## src/smbus_regs.svh

```systemverilog
// register map, field positions and reset values of the bus status block
// assumes 32-bit apb data and 12-bit byte addresses
`ifndef SMBUS_STATUS_REGS_SVH
`define SMBUS_STATUS_REGS_SVH
`define STS_OFF 12'h424
`define CTL_OFF 12'h428
`define SADDR_HI 7
`define SADDR_LO 1
`define MADDR_HI 15
`define MADDR_LO 9
`define DONE_BIT 24
`define ERR_HI 29
`define ERR_LO 25
`define IGN_ARB_BIT 16
`define IGN_SUM_BIT 17
`define STS_RSVD_MASK 32'hc0ff0101
`define ERR_NACK 0
`define ERR_ARB 1
`define ERR_COND 2
`define ERR_SUM 3
`define ERR_UNMAP 4
`define ARB_LAST 4'hf
`define ARB_CLR 4'h0
`define ARB_STEP 4'h1
`define STRAP_READY 2'h3
`define ZERO_ADDR 7'h00
`define ZERO_WORD 32'h00000000
`define ZERO_SUM 8'h00
`endif

```

## src/smbus_status_pkg.sv

```systemverilog
// types shared by the bus status block
// assumes smbus_regs.svh for numeric constants
package smbus_status_pkg;
  typedef enum logic [1:0] {init_idle, init_run, init_fin} init_state_t; // eeprom init progress
  typedef logic [3:0] arb_cnt_t; // consecutive arbitration losses
  typedef logic [4:0] err_vec_t; // sticky error flags, status bits 29:25
endpackage : smbus_status_pkg

```

## src/smbus_status.sv

```systemverilog
// status and error reporting of the master management bus and eeprom init
// assumes an apb master on pclk, engine event pulses on pclk, straps and bus pins async
// How it works
// slave address readable in status bits 7:1
// master address readable in status bits 15:9
// done bit set when init ends or fails
// unexpected nack sets sticky bit 25
// lost arbitration triggers automatic retry
// sixteen losses abort and set bit 26
// misplaced start or stop sets bit 27
// bad init checksum sets bit 28
// missing end command also sets bit 28
// unmapped register init sets bit 29
// ignore-checksum control suppresses checksum errors
// ignore-arbitration control suppresses retry and abort
// hardware set wins over software clear
// reserved status bits read zero, writes ignored
//
// The APB slave port was decided locally.
`timescale 1ns/100ps
`default_nettype none
`include "smbus_regs.svh"
module smbus_status import smbus_status_pkg::*; (
  input wire logic pclk, // core clock, 25 mhz
  input wire logic presetn, // fundamental reset, async, active low
  input wire logic psel, // apb select
  input wire logic penable, // apb access phase
  input wire logic pwrite, // apb direction
  input wire logic [11:0] paddr, // apb byte address
  input wire logic [31:0] pwdata, // apb write data
  output logic [31:0] prdata, // apb read data
  output logic pready, // apb ready
  output logic pslverr, // apb error on unmapped address
  input wire logic [6:0] slave_addr_strap, // slave address strap pins
  input wire logic [6:0] master_addr_strap, // master address strap pins
  input wire logic init_mode_strap, // eeprom init at reset strap
  input wire logic scl_in, // bus clock pin
  input wire logic sda_in, // bus data pin
  input wire logic byte_active, // engine mid-byte, no condition expected
  input wire logic nack_evt, // engine saw an unexpected nack
  input wire logic arb_lost_evt, // engine lost one arbitration attempt
  input wire logic arb_won_evt, // engine won arbitration
  input wire logic init_byte_vld, // eeprom image byte strobe
  input wire logic [7:0] init_byte, // eeprom image byte
  input wire logic init_cmd_done, // configuration-done command seen
  input wire logic init_end, // eeprom image read finished
  input wire logic init_unmapped, // image targets an unmapped register
  output logic arb_retry, // pulse: re-arbitrate same transaction
  output logic arb_abort // pulse: transaction aborted
);
  // register file state
  logic pready_r, pready_nxt; // apb ready
  logic pslverr_r, pslverr_nxt; // apb error
  logic [31:0] prdata_r, prdata_nxt; // apb read data
  logic [1:0] ctl_r, ctl_nxt; // [0] ignore_arbitration, [1] ignore_init_sum
  err_vec_t err_r, err_nxt; // sticky error flags
  // strap capture state
  logic [14:0] strap_s1_r, strap_s2_r; // two-flop synchroniser for straps
  logic [1:0] rel_r; // counts edges after reset release
  logic cap_r, cap_nxt; // straps captured
  logic [6:0] slave_bus_addr_r, slave_bus_addr_nxt; // captured slave address
  logic [6:0] master_bus_addr_r, master_bus_addr_nxt; // captured master address
  // init and arbitration state
  init_state_t st_r, st_nxt; // eeprom init state
  logic [7:0] sum_r, sum_nxt; // running image byte sum
  logic cmd_seen_r, cmd_seen_nxt; // configuration-done seen
  arb_cnt_t lost_cnt_r, lost_cnt_nxt; // consecutive losses
  logic retry_r, retry_nxt; // retry pulse
  logic abort_r, abort_nxt; // abort pulse
  // combinational helpers
  logic start_det, stop_det; // bus conditions from detector
  logic access; // write/read completes this edge
  logic sum_bad, noend_set, csum_set; // checksum error causes
  err_vec_t err_set, err_clr; // flag set and clear vectors
  logic ign_arb, ign_sum; // control bits

  // true when the apb address hits a given register offset
  function automatic logic hit(input logic [11:0] a, input logic [11:0] off);
    hit = (a == off);
  endfunction : hit

  // status word as software sees it
  function automatic logic [31:0] sts_word(input logic [6:0] sa, input logic [6:0] ma,
                                           input logic dn, input err_vec_t e);
    sts_word = `ZERO_WORD;
    sts_word[`SADDR_HI:`SADDR_LO] = sa;
    sts_word[`MADDR_HI:`MADDR_LO] = ma;
    sts_word[`DONE_BIT] = dn;
    sts_word[`ERR_HI:`ERR_LO] = e;
  endfunction : sts_word

  // start/stop detection on the synchronised pins
  bus_cond_detect u_cond (
    .pclk(pclk),
    .presetn(presetn),
    .scl_in(scl_in),
    .sda_in(sda_in),
    .start_det(start_det),
    .stop_det(stop_det)
  );

  assign ign_arb = ctl_r[0];
  assign ign_sum = ctl_r[1];
  assign access = psel & penable & pready_r;

  // apb slave: one wait state, error and zero data for unmapped addresses
  always_comb begin
    pready_nxt = psel & penable & ~pready_r;
    pslverr_nxt = pready_nxt & ~(hit(paddr, `STS_OFF) | hit(paddr, `CTL_OFF));
    prdata_nxt = prdata_r;
    if (pready_nxt & ~pwrite) begin
      if (hit(paddr, `STS_OFF)) begin // status
        prdata_nxt = sts_word(slave_bus_addr_r, master_bus_addr_r, st_r == init_fin, err_r);
      end else if (hit(paddr, `CTL_OFF)) begin // control
        prdata_nxt = `ZERO_WORD;
        prdata_nxt[`IGN_ARB_BIT] = ctl_r[0];
        prdata_nxt[`IGN_SUM_BIT] = ctl_r[1];
      end else begin // unmapped
        prdata_nxt = `ZERO_WORD;
      end
    end
    ctl_nxt = ctl_r;
    if (access & pwrite & hit(paddr, `CTL_OFF)) begin
      ctl_nxt = {pwdata[`IGN_SUM_BIT], pwdata[`IGN_ARB_BIT]};
    end
  end

  // strap capture once the synchronised straps are valid after release
  always_comb begin
    cap_nxt = cap_r | (rel_r == `STRAP_READY);
    slave_bus_addr_nxt = slave_bus_addr_r;
    master_bus_addr_nxt = master_bus_addr_r;
    if (~cap_r & (rel_r == `STRAP_READY)) begin
      slave_bus_addr_nxt = strap_s2_r[6:0];
      master_bus_addr_nxt = strap_s2_r[13:7];
    end
  end

  // eeprom init sequence and checksum
  always_comb begin
    st_nxt = st_r;
    sum_nxt = sum_r;
    cmd_seen_nxt = cmd_seen_r;
    sum_bad = 1'h0;
    noend_set = 1'h0;
    case (st_r)
      init_idle: begin // wait for strap capture
        if (~cap_r & (rel_r == `STRAP_READY) & strap_s2_r[14]) begin
          st_nxt = init_run;
        end
      end
      init_run: begin // image streaming in
        if (init_byte_vld) begin
          sum_nxt = sum_r + init_byte;
        end
        if (init_cmd_done) begin
          cmd_seen_nxt = 1'h1;
        end
        if (init_end) begin
          sum_bad = (sum_r != `ZERO_SUM) & ~ign_sum;
          noend_set = ~cmd_seen_r;
          st_nxt = init_fin;
        end
        if (init_unmapped) begin
          st_nxt = init_fin;
        end
      end
      init_fin: begin // done, held until reset
        st_nxt = init_fin;
      end
      default: begin
        st_nxt = init_idle;
      end
    endcase
  end

  assign csum_set = sum_bad | noend_set;

  // arbitration retry and abort
  always_comb begin
    lost_cnt_nxt = lost_cnt_r;
    retry_nxt = 1'h0;
    abort_nxt = 1'h0;
    if (arb_won_evt) begin
      lost_cnt_nxt = `ARB_CLR;
    end
    if (arb_lost_evt & ~ign_arb) begin
      if (lost_cnt_r == `ARB_LAST) begin
        abort_nxt = 1'h1;
        lost_cnt_nxt = `ARB_CLR;
      end else begin
        retry_nxt = 1'h1;
        lost_cnt_nxt = lost_cnt_r + `ARB_STEP;
      end
    end
  end

  // sticky flags: write one clears, a same-cycle set wins
  always_comb begin
    err_set = '0;
    err_set[`ERR_NACK] = nack_evt;
    err_set[`ERR_ARB] = abort_nxt;
    err_set[`ERR_COND] = (start_det | stop_det) & byte_active;
    err_set[`ERR_SUM] = (st_r == init_run) & csum_set;
    err_set[`ERR_UNMAP] = (st_r == init_run) & init_unmapped;
    err_clr = '0;
    if (access & pwrite & hit(paddr, `STS_OFF)) begin
      err_clr = pwdata[`ERR_HI:`ERR_LO];
    end
  end

  genvar gi;
  generate
    for (gi = 0; gi < 5; gi = gi + 1) begin : g_err
      assign err_nxt[gi] = (err_r[gi] & ~err_clr[gi]) | err_set[gi];
    end
  endgenerate

  // all state registers
  always_ff @(posedge pclk or negedge presetn) begin
    if (!presetn) begin
      pready_r <= 1'h0;
      pslverr_r <= 1'h0;
      prdata_r <= `ZERO_WORD;
      ctl_r <= 2'h0;
      err_r <= '0;
      strap_s1_r <= 15'h0000;
      strap_s2_r <= 15'h0000;
      rel_r <= 2'h0;
      cap_r <= 1'h0;
      slave_bus_addr_r <= `ZERO_ADDR;
      master_bus_addr_r <= `ZERO_ADDR;
      st_r <= init_idle;
      sum_r <= `ZERO_SUM;
      cmd_seen_r <= 1'h0;
      lost_cnt_r <= 4'h0;
      retry_r <= 1'h0;
      abort_r <= 1'h0;
    end else begin
      pready_r <= pready_nxt;
      pslverr_r <= pslverr_nxt;
      prdata_r <= prdata_nxt;
      ctl_r <= ctl_nxt;
      err_r <= err_nxt;
      strap_s1_r <= {init_mode_strap, master_addr_strap, slave_addr_strap};
      strap_s2_r <= strap_s1_r;
      rel_r <= {rel_r[0], 1'h1};
      cap_r <= cap_nxt;
      slave_bus_addr_r <= slave_bus_addr_nxt;
      master_bus_addr_r <= master_bus_addr_nxt;
      st_r <= st_nxt;
      sum_r <= sum_nxt;
      cmd_seen_r <= cmd_seen_nxt;
      lost_cnt_r <= lost_cnt_nxt;
      retry_r <= retry_nxt;
      abort_r <= abort_nxt;
    end
  end

  assign prdata = prdata_r;
  assign pready = pready_r;
  assign pslverr = pslverr_r;
  assign arb_retry = retry_r;
  assign arb_abort = abort_r;
endmodule : smbus_status
`default_nettype wire

```

## src/bus_cond_detect.sv

```systemverilog
// finds start and stop conditions on the two-wire management bus
// assumes scl and sda arrive asynchronously and are slower than pclk
`timescale 1ns/100ps
`default_nettype none
module bus_cond_detect (
  input wire logic pclk, // core clock
  input wire logic presetn, // async reset, active low
  input wire logic scl_in, // bus clock pin level
  input wire logic sda_in, // bus data pin level
  output logic start_det, // one-cycle pulse on start
  output logic stop_det // one-cycle pulse on stop
);
  logic [1:0] scl_sync_r; // two-flop synchroniser for scl
  logic [1:0] sda_sync_r; // two-flop synchroniser for sda
  logic scl_d_r; // previous synchronised scl
  logic sda_d_r; // previous synchronised sda
  logic start_r, start_nxt; // registered start pulse
  logic stop_r, stop_nxt; // registered stop pulse

  // conditions: sda moves while scl stays high; only stage two is looked at
  always_comb begin
    start_nxt = scl_sync_r[1] & scl_d_r & sda_d_r & ~sda_sync_r[1];
    stop_nxt = scl_sync_r[1] & scl_d_r & ~sda_d_r & sda_sync_r[1];
  end

  // synchronisers, history and pulse registers
  always_ff @(posedge pclk or negedge presetn) begin
    if (!presetn) begin
      scl_sync_r <= 2'h3;
      sda_sync_r <= 2'h3;
      scl_d_r <= 1'h1;
      sda_d_r <= 1'h1;
      start_r <= 1'h0;
      stop_r <= 1'h0;
    end else begin
      scl_sync_r <= {scl_sync_r[0], scl_in};
      sda_sync_r <= {sda_sync_r[0], sda_in};
      scl_d_r <= scl_sync_r[1];
      sda_d_r <= sda_sync_r[1];
      start_r <= start_nxt;
      stop_r <= stop_nxt;
    end
  end

  assign start_det = start_r;
  assign stop_det = stop_r;
endmodule : bus_cond_detect
`default_nettype wire

```

## config.mk

```make
export PLATFORM = sky130hd
export DESIGN_NAME = smbus_status
export DESIGN_NICKNAME = d
export VERILOG_FILES = /design/src/smbus_status_pkg.sv /design/src/smbus_status.sv /design/src/bus_cond_detect.sv
export VERILOG_INCLUDE_DIRS = /design/src
export SDC_FILE = /design/constraint.sdc
export NUM_CORES = 1
export LEC_CHECK = 0
export ABC_AREA = 1
export BUFFER_PORTS_ARGS = -buffer_cell sky130_fd_sc_hd__buf_2
export CORE_MARGIN = 3
export CORE_UTILIZATION = 55
export DETAILED_ROUTE_END_ITERATION = 16
export PLACE_DENSITY = 0.94
export SYNTH_ARGS = -nofsm -noshare
export SYNTH_HDL_FRONTEND = slang
export SYNTH_SLANG_ARGS = --single-unit
```

## constraint.sdc

```tcl
create_clock -name pclk -period 3 [get_ports pclk]
set_clock_uncertainty 0.15 [all_clocks]
set_input_delay 0.6 -clock pclk [delete_from_list [all_inputs] [get_ports pclk]]
set_output_delay 0.6 -clock pclk [all_outputs]
set_load 0.02 [all_outputs]
```

Word-level counts from Yosys, hierarchy flattened. Index checks and enable logic that the tools add are counted.

Register bits: 113. Latch bits: 0. Memory bits (writable): 0. ROM bits: 0. Input bits: 82. Output and inout port bits: 36. Word-level logic and storage cells: 105. Memories: 0.

$add $sub $neg: 2. Multiply operators: 0. Divide/modulo/power cells: 0. Order comparisons: 0. Equality and inequality tests: 8. Shift-type cells: 0. Muxes and demuxes: 18. Bitwise operators: 48. Reductions and logical operators: 6.

Operators with widths (number): 30-bit two-way mux (1); 1-bit AND (25); 12-bit by 11-bit equality test with 1-bit output (second input constant) (2); 18-bit two-way mux (1); 1-bit inverter (14); 4-bit two-way mux (3); 1-bit OR (9); 8-bit adder (1); 1-bit two-way mux (8); 8-bit nonzero test (1); 2-bit two-way mux (3); 2-bit case mux with 3 select lines (1); 2-bit AND reduction (3); 5-bit two-way mux (1); 4-bit by 1-bit adder with 4-bit output (second input constant) (1); 2-bit equality test (second input constant) (2); 4-bit equality test (second input constant) (1); 3-bit != test (second input constant) (1); 2-bit by 1-bit equality test with 1-bit output (second input constant) (1); 2-bit logical NOT (1); 2-bit != test (second input constant) (1); 2-bit nonzero test (1).

Depth between registers and ports, before layout.
Depth in word-level cells: 8. Mapped depth: 9. Mapped depth without buffers: 9.

Hierarchy. Synthesis repeated with hierarchy kept, for this count alone.

Cell total of the unflattened synthesis: 393. Area total of the unflattened synthesis: 4144.0 µm².

Modules (own cells, without submodules): smbus_status (instances 1, cells each 378, area each 3910.0 µm², seq. area each 2377.3 µm²); bus_cond_detect (instances 1, cells each 15, area each 234.0 µm², seq. area each 207.7 µm²).

Worst setup path before layout. Ideal clock, no wire load.

Kind: input port to flip-flop. Start: in init_byte[0]. End: reg sum_r[6]. Library setup time: 119 ps. Arrival: 1622 ps. Data required time: 2731 ps. Setup slack: 1109 ps. Stages on the path: 8. Path buffers: 0. Cells stage by stage: ha_1 fa_1 nand2_1 nand3_1 nand3_1 nand3_1 nand3_1 nand2_1.

Longest elaborated chain between the ends: 1.

RTL lines: start: declaration (line smbus_status.sv:44) `input wire logic [7:0] init_byte,`; 8-bit adder (line smbus_status.sv:154) `sum_nxt = sum_r + init_byte;`; end signal: assignment (line smbus_status.sv:234) `` sum_r <= `ZERO_SUM; ``; end signal: assignment (line smbus_status.sv:252) `sum_r <= sum_nxt;`; end: declaration (line smbus_status.sv:65) `logic [7:0] sum_r, sum_nxt;`.

Every way passes these cells. A chain may end at the register's enable or synchronous reset.

Worst setup path in the final report.
Start: reg pready_r (netlist: pready). End: reg prdata_r[7] (netlist: prdata[7]).

Longest elaborated chain between the ends: 3.

RTL lines: start: declaration (line smbus_status.sv:52) `logic pready_r, pready_nxt;`; start signal: assignment (line smbus_status.sv:240) `pready_r <= pready_nxt;`; 1-bit inverter (line smbus_status.sv:108) `pready_nxt = psel & penable & ~pready_r;`; 1-bit AND (line smbus_status.sv:108); via pready_nxt (line smbus_status.sv:52); 1-bit AND (line smbus_status.sv:111) `if (pready_nxt & ~pwrite) begin`; end signal: assignment (line smbus_status.sv:224) `` prdata_r <= `ZERO_WORD; ``; end signal: assignment (line smbus_status.sv:242) `prdata_r <= prdata_nxt;`; end: declaration (line smbus_status.sv:54) `logic [31:0] prdata_r, prdata_nxt;`.

The timed path passes the listed nets, and every way through them passes these cells.

==> flow_metrics.tcl <==
set metrics [dict create \
    status "complete, no violations" \
    die_h_um 92.74 \
    grt_use_met1_pct 23.05 \
    rrSetupSlack_ps 1120 \
    initial_core_util_pct 58.63 \
    die_w_um 92.74 \
    cts_buffers 9 \
    yosysSeqAreaShare_pct 62.47 \
    slew_violations 0 \
    required_ps 3090 \
    port_buffers 82 \
    drt_iter0_drc 113 \
    crit_type "reg -> reg" \
    crit_fanout 23 \
    fin_crit_sh_pct 62.52 \
    period_minus_slack_ps 1876 \
    coreArea_um2 7057 \
    firstDrtPassIters 4 \
    crit_arrival_ps 1970 \
    yosys-top-cells-count "109 x nand2_1, 97 x dfrtp_1, 33 x inv_1, 19 x nor2_1, 18 x o21ai_1" \
    wirelength_um 7409 \
    synth_ff_type "dfrtp_1" \
    worstSkewPairLatency_ps 370 \
    yosys-top-cells-area "dfrtp_1 59%, nand2_1 9.9%, dfstp_2 3.8%, mux2_2 3.8%, ha_1 3.6%" \
    synthArstFlopShare_pct 100.0 \
    synth_edf_count 0 \
    wire_per_inst_um 12.82 \
    clockBufferDepth 2 \
    dp_slack_ps 782.8 \
    intPower_mw 2.130 \
    p_per_area_nw_per_um2 654.5 \
    grt_use_total_pct 18.28 \
    antenna_left 0 \
    swShare_pct 31.74 \
    grt_busiest_layer "met2" \
    ys_types 33 \
    yosys_warnings 0 \
    drive_above_1_share_pct 27.59 \
    finalSetupTns_ps 0 \
    num_antenna_cells 0 \
    p_comb_share_pct 21.2 \
    leakagePower_nw 2.453 \
    synth_largest_area_cell "dfrtp_1" \
    grt_pass1_vias 2775 \
    syn_to_final_growth_pct 15.21 \
    avgSynthCellArea_um2 10.58 \
    worstReg2RegEnd "prdata[7]" \
    clkTransAtPathRegs_ps 100 \
    die_area_um2 8600 \
    hold_buffers 0 \
    pwr-share-clk_pct 26.1 \
    endpoint_kind "flop" \
    cts_htree_levels 3 \
    place_congestion 0.7703 \
    drc 0 \
    setup_slack_ps 1124 \
    ff2ff_path_depth 6 \
    grtUsageMet2_pct 31.84 \
    cts_resized 0 \
    finalSetupViolCount 0 \
    power_frac_seq_pct 52.7 \
    routed_via_density 4.948 \
    r2r_start "pready" \
    cap_viol_max_count 0 \
    dp_hpwl_um 5385 \
    instances_no_fill 578 \
    cp-start-kind "flop" \
    met3_usage_pct 2.437 \
    grt.overflow.total 0 \
    yosysMostFrequentCell "nand2_1" \
    cts_root_buf "clkbuf_8" \
    hp-class "in -> async" \
    dp_cells 562 \
    grt_max_degree 57 \
    path_cells "nor2_4 -> inv_2 -> nor2_4 -> inv_2 -> nand2_1 -> o21ai_1" \
    slew_headroom_pct 61.68 \
    ir_drop_v 0.0004083 \
    ios 118 \
    fmaxAchievable_mhz 533.2 \
    synth_cells 391 \
    numClockSinks 103 \
    vias 2860 \
    rsz0062_at_grt "no" \
    hold_viol_final 0 \
    grt_pass1_wl_um 12410 \
    antenna_found_initial 0 \
    cts_tree "done" \
    max_stage_delay_ps 430 \
    cts_setup_buffers 0 \
    synth-seq-cells 103 \
    syn_area_um2 4138 \
    yosysTopAreaCellShare_pct 58.66 \
    crit_path_top_delay_cell "dfrtp_1" \
    worst_pin_slew_ps 574.8 \
    p_switching_mw 0.9903 \
    nNetsFinal 572 \
    fp-row-count 30 \
]
-- how the worst max path moves through the flow --
stage                 start    endpoint  slack, ps  cells past startpoint
3_5_place_dp           psel   prdata[7]        780                      8
2_1_floorplan  init_byte[0]    sum_r[6]       1110                      8
3_3_place_gp           psel   prdata[4]        830                      8
5_1_grt              pready  prdata[11]        960                      6
4_1_cts              pready   prdata[7]       1090                      6
6_report             pready   prdata[7]       1120                      6
-- worst max-delay path: cells and delay by family, from the launching register on --
family	cells	cell delay [ps]
simple gates	3	720
compound gates	1	70
buf+inv	2	370
flops	1	430
-- stage by stage --
stage	area (um^2)	util [%]	power [mW]	hold WS, ps
2_1_floorplan	4172	-	2.136	154.4
3_5_place_dp	4577	64.86	2.329	184.7
3_3_place_gp	4577	64.86	2.264	182.9
6_report	4767	67.55	3.120	69.38
5_1_grt	4767	67.55	3.331	120.8
4_1_cts	4767	67.55	3.141	87.62
-- logic make-up (layout without fill, tap and decap cells) --
| kind of cell | after synthesis | count (layout) | share of synthesized area, % |
|---|---|---|---|
| fa+ha+maj | 13 | 13 | 4.112 |
| other cells | 2 | 11 | 0.1815 |
| xor+xnor | 2 | 2 | 0.4234 |
| compound gates | 38 | 38 | 4.929 |
| buf+inv | 54 | 136 | 6.924 |
| mux | 14 | 14 | 3.810 |
| simple gates | 165 | 165 | 17.15 |
| flops | 103 | 103 | 62.47 |
-- final cells by class --
type                       count  area [um^2]
inverter                      37        138.9
clock inverter                 7        66.31
multi-input combinational    243         1300
timing repair buffer          83        432.9
clock buffer                   9        123.9
tap                           96        120.1
fill                         544         2290
sequential                   103         2585
-- state kept, by name (all words and copies together) (netlist names), 2 cells and up --
| name | count |
|---|---|
| prdata | 22 |
| strap_s1_r | 15 |
| strap_s2_r | 15 |
| sum_r | 8 |
| master_bus_addr_r | 7 |
| slave_bus_addr_r | 7 |
| err_r | 5 |
| lost_cnt_r | 4 |
| ctl_r | 2 |
| rel_r | 2 |
| st_r | 2 |
| u_cond.scl_sync_r | 2 |
| u_cond.sda_sync_r | 2 |
-- layer usage --
metal  vias up  share of wire (%)  routed length [um]
met2        76                 51                3794
met4         0                1.7                 126
met5         -                  0                   0
li1       1400                  -                   -
met1      1373                 42                3089
met3        11                5.4                 399
-- power by group through the flow --
stage               clock (mW)  combinational, mW  sequential [mW]
finish                   0.816              0.661             1.64
global route             0.892              0.774             1.66
global placement             0              0.607             1.66
CTS                      0.837              0.661             1.64
floorplan                    0              0.492             1.64
detailed placement           0              0.659             1.67
-- cells in the final DEF (no fill, tap or decap), types with 2 or more instances in the layout --
master,netlist,final
o22ai_1,3,3
or2_2,2,2
clkbuf_8,0,9
nor2_2,2,2
dfrtp_1,97,97
nor3_1,2,2
conb_1,2,11
nand3b_1,2,2
dfstp_2,6,6
nor2_1,19,19
nor2_4,3,3
inv_6,0,2
inv_1,33,33
nand3_1,17,17
inv_2,3,3
nand4_1,5,5
a21oi_1,7,7
o21ai_0,7,7
ha_1,12,12
o21ai_1,18,18
mux2_2,14,14
nand2_2,2,2
buf_2,1,81
nand2_1,109,109
Power figures use the tool's default switching activity.
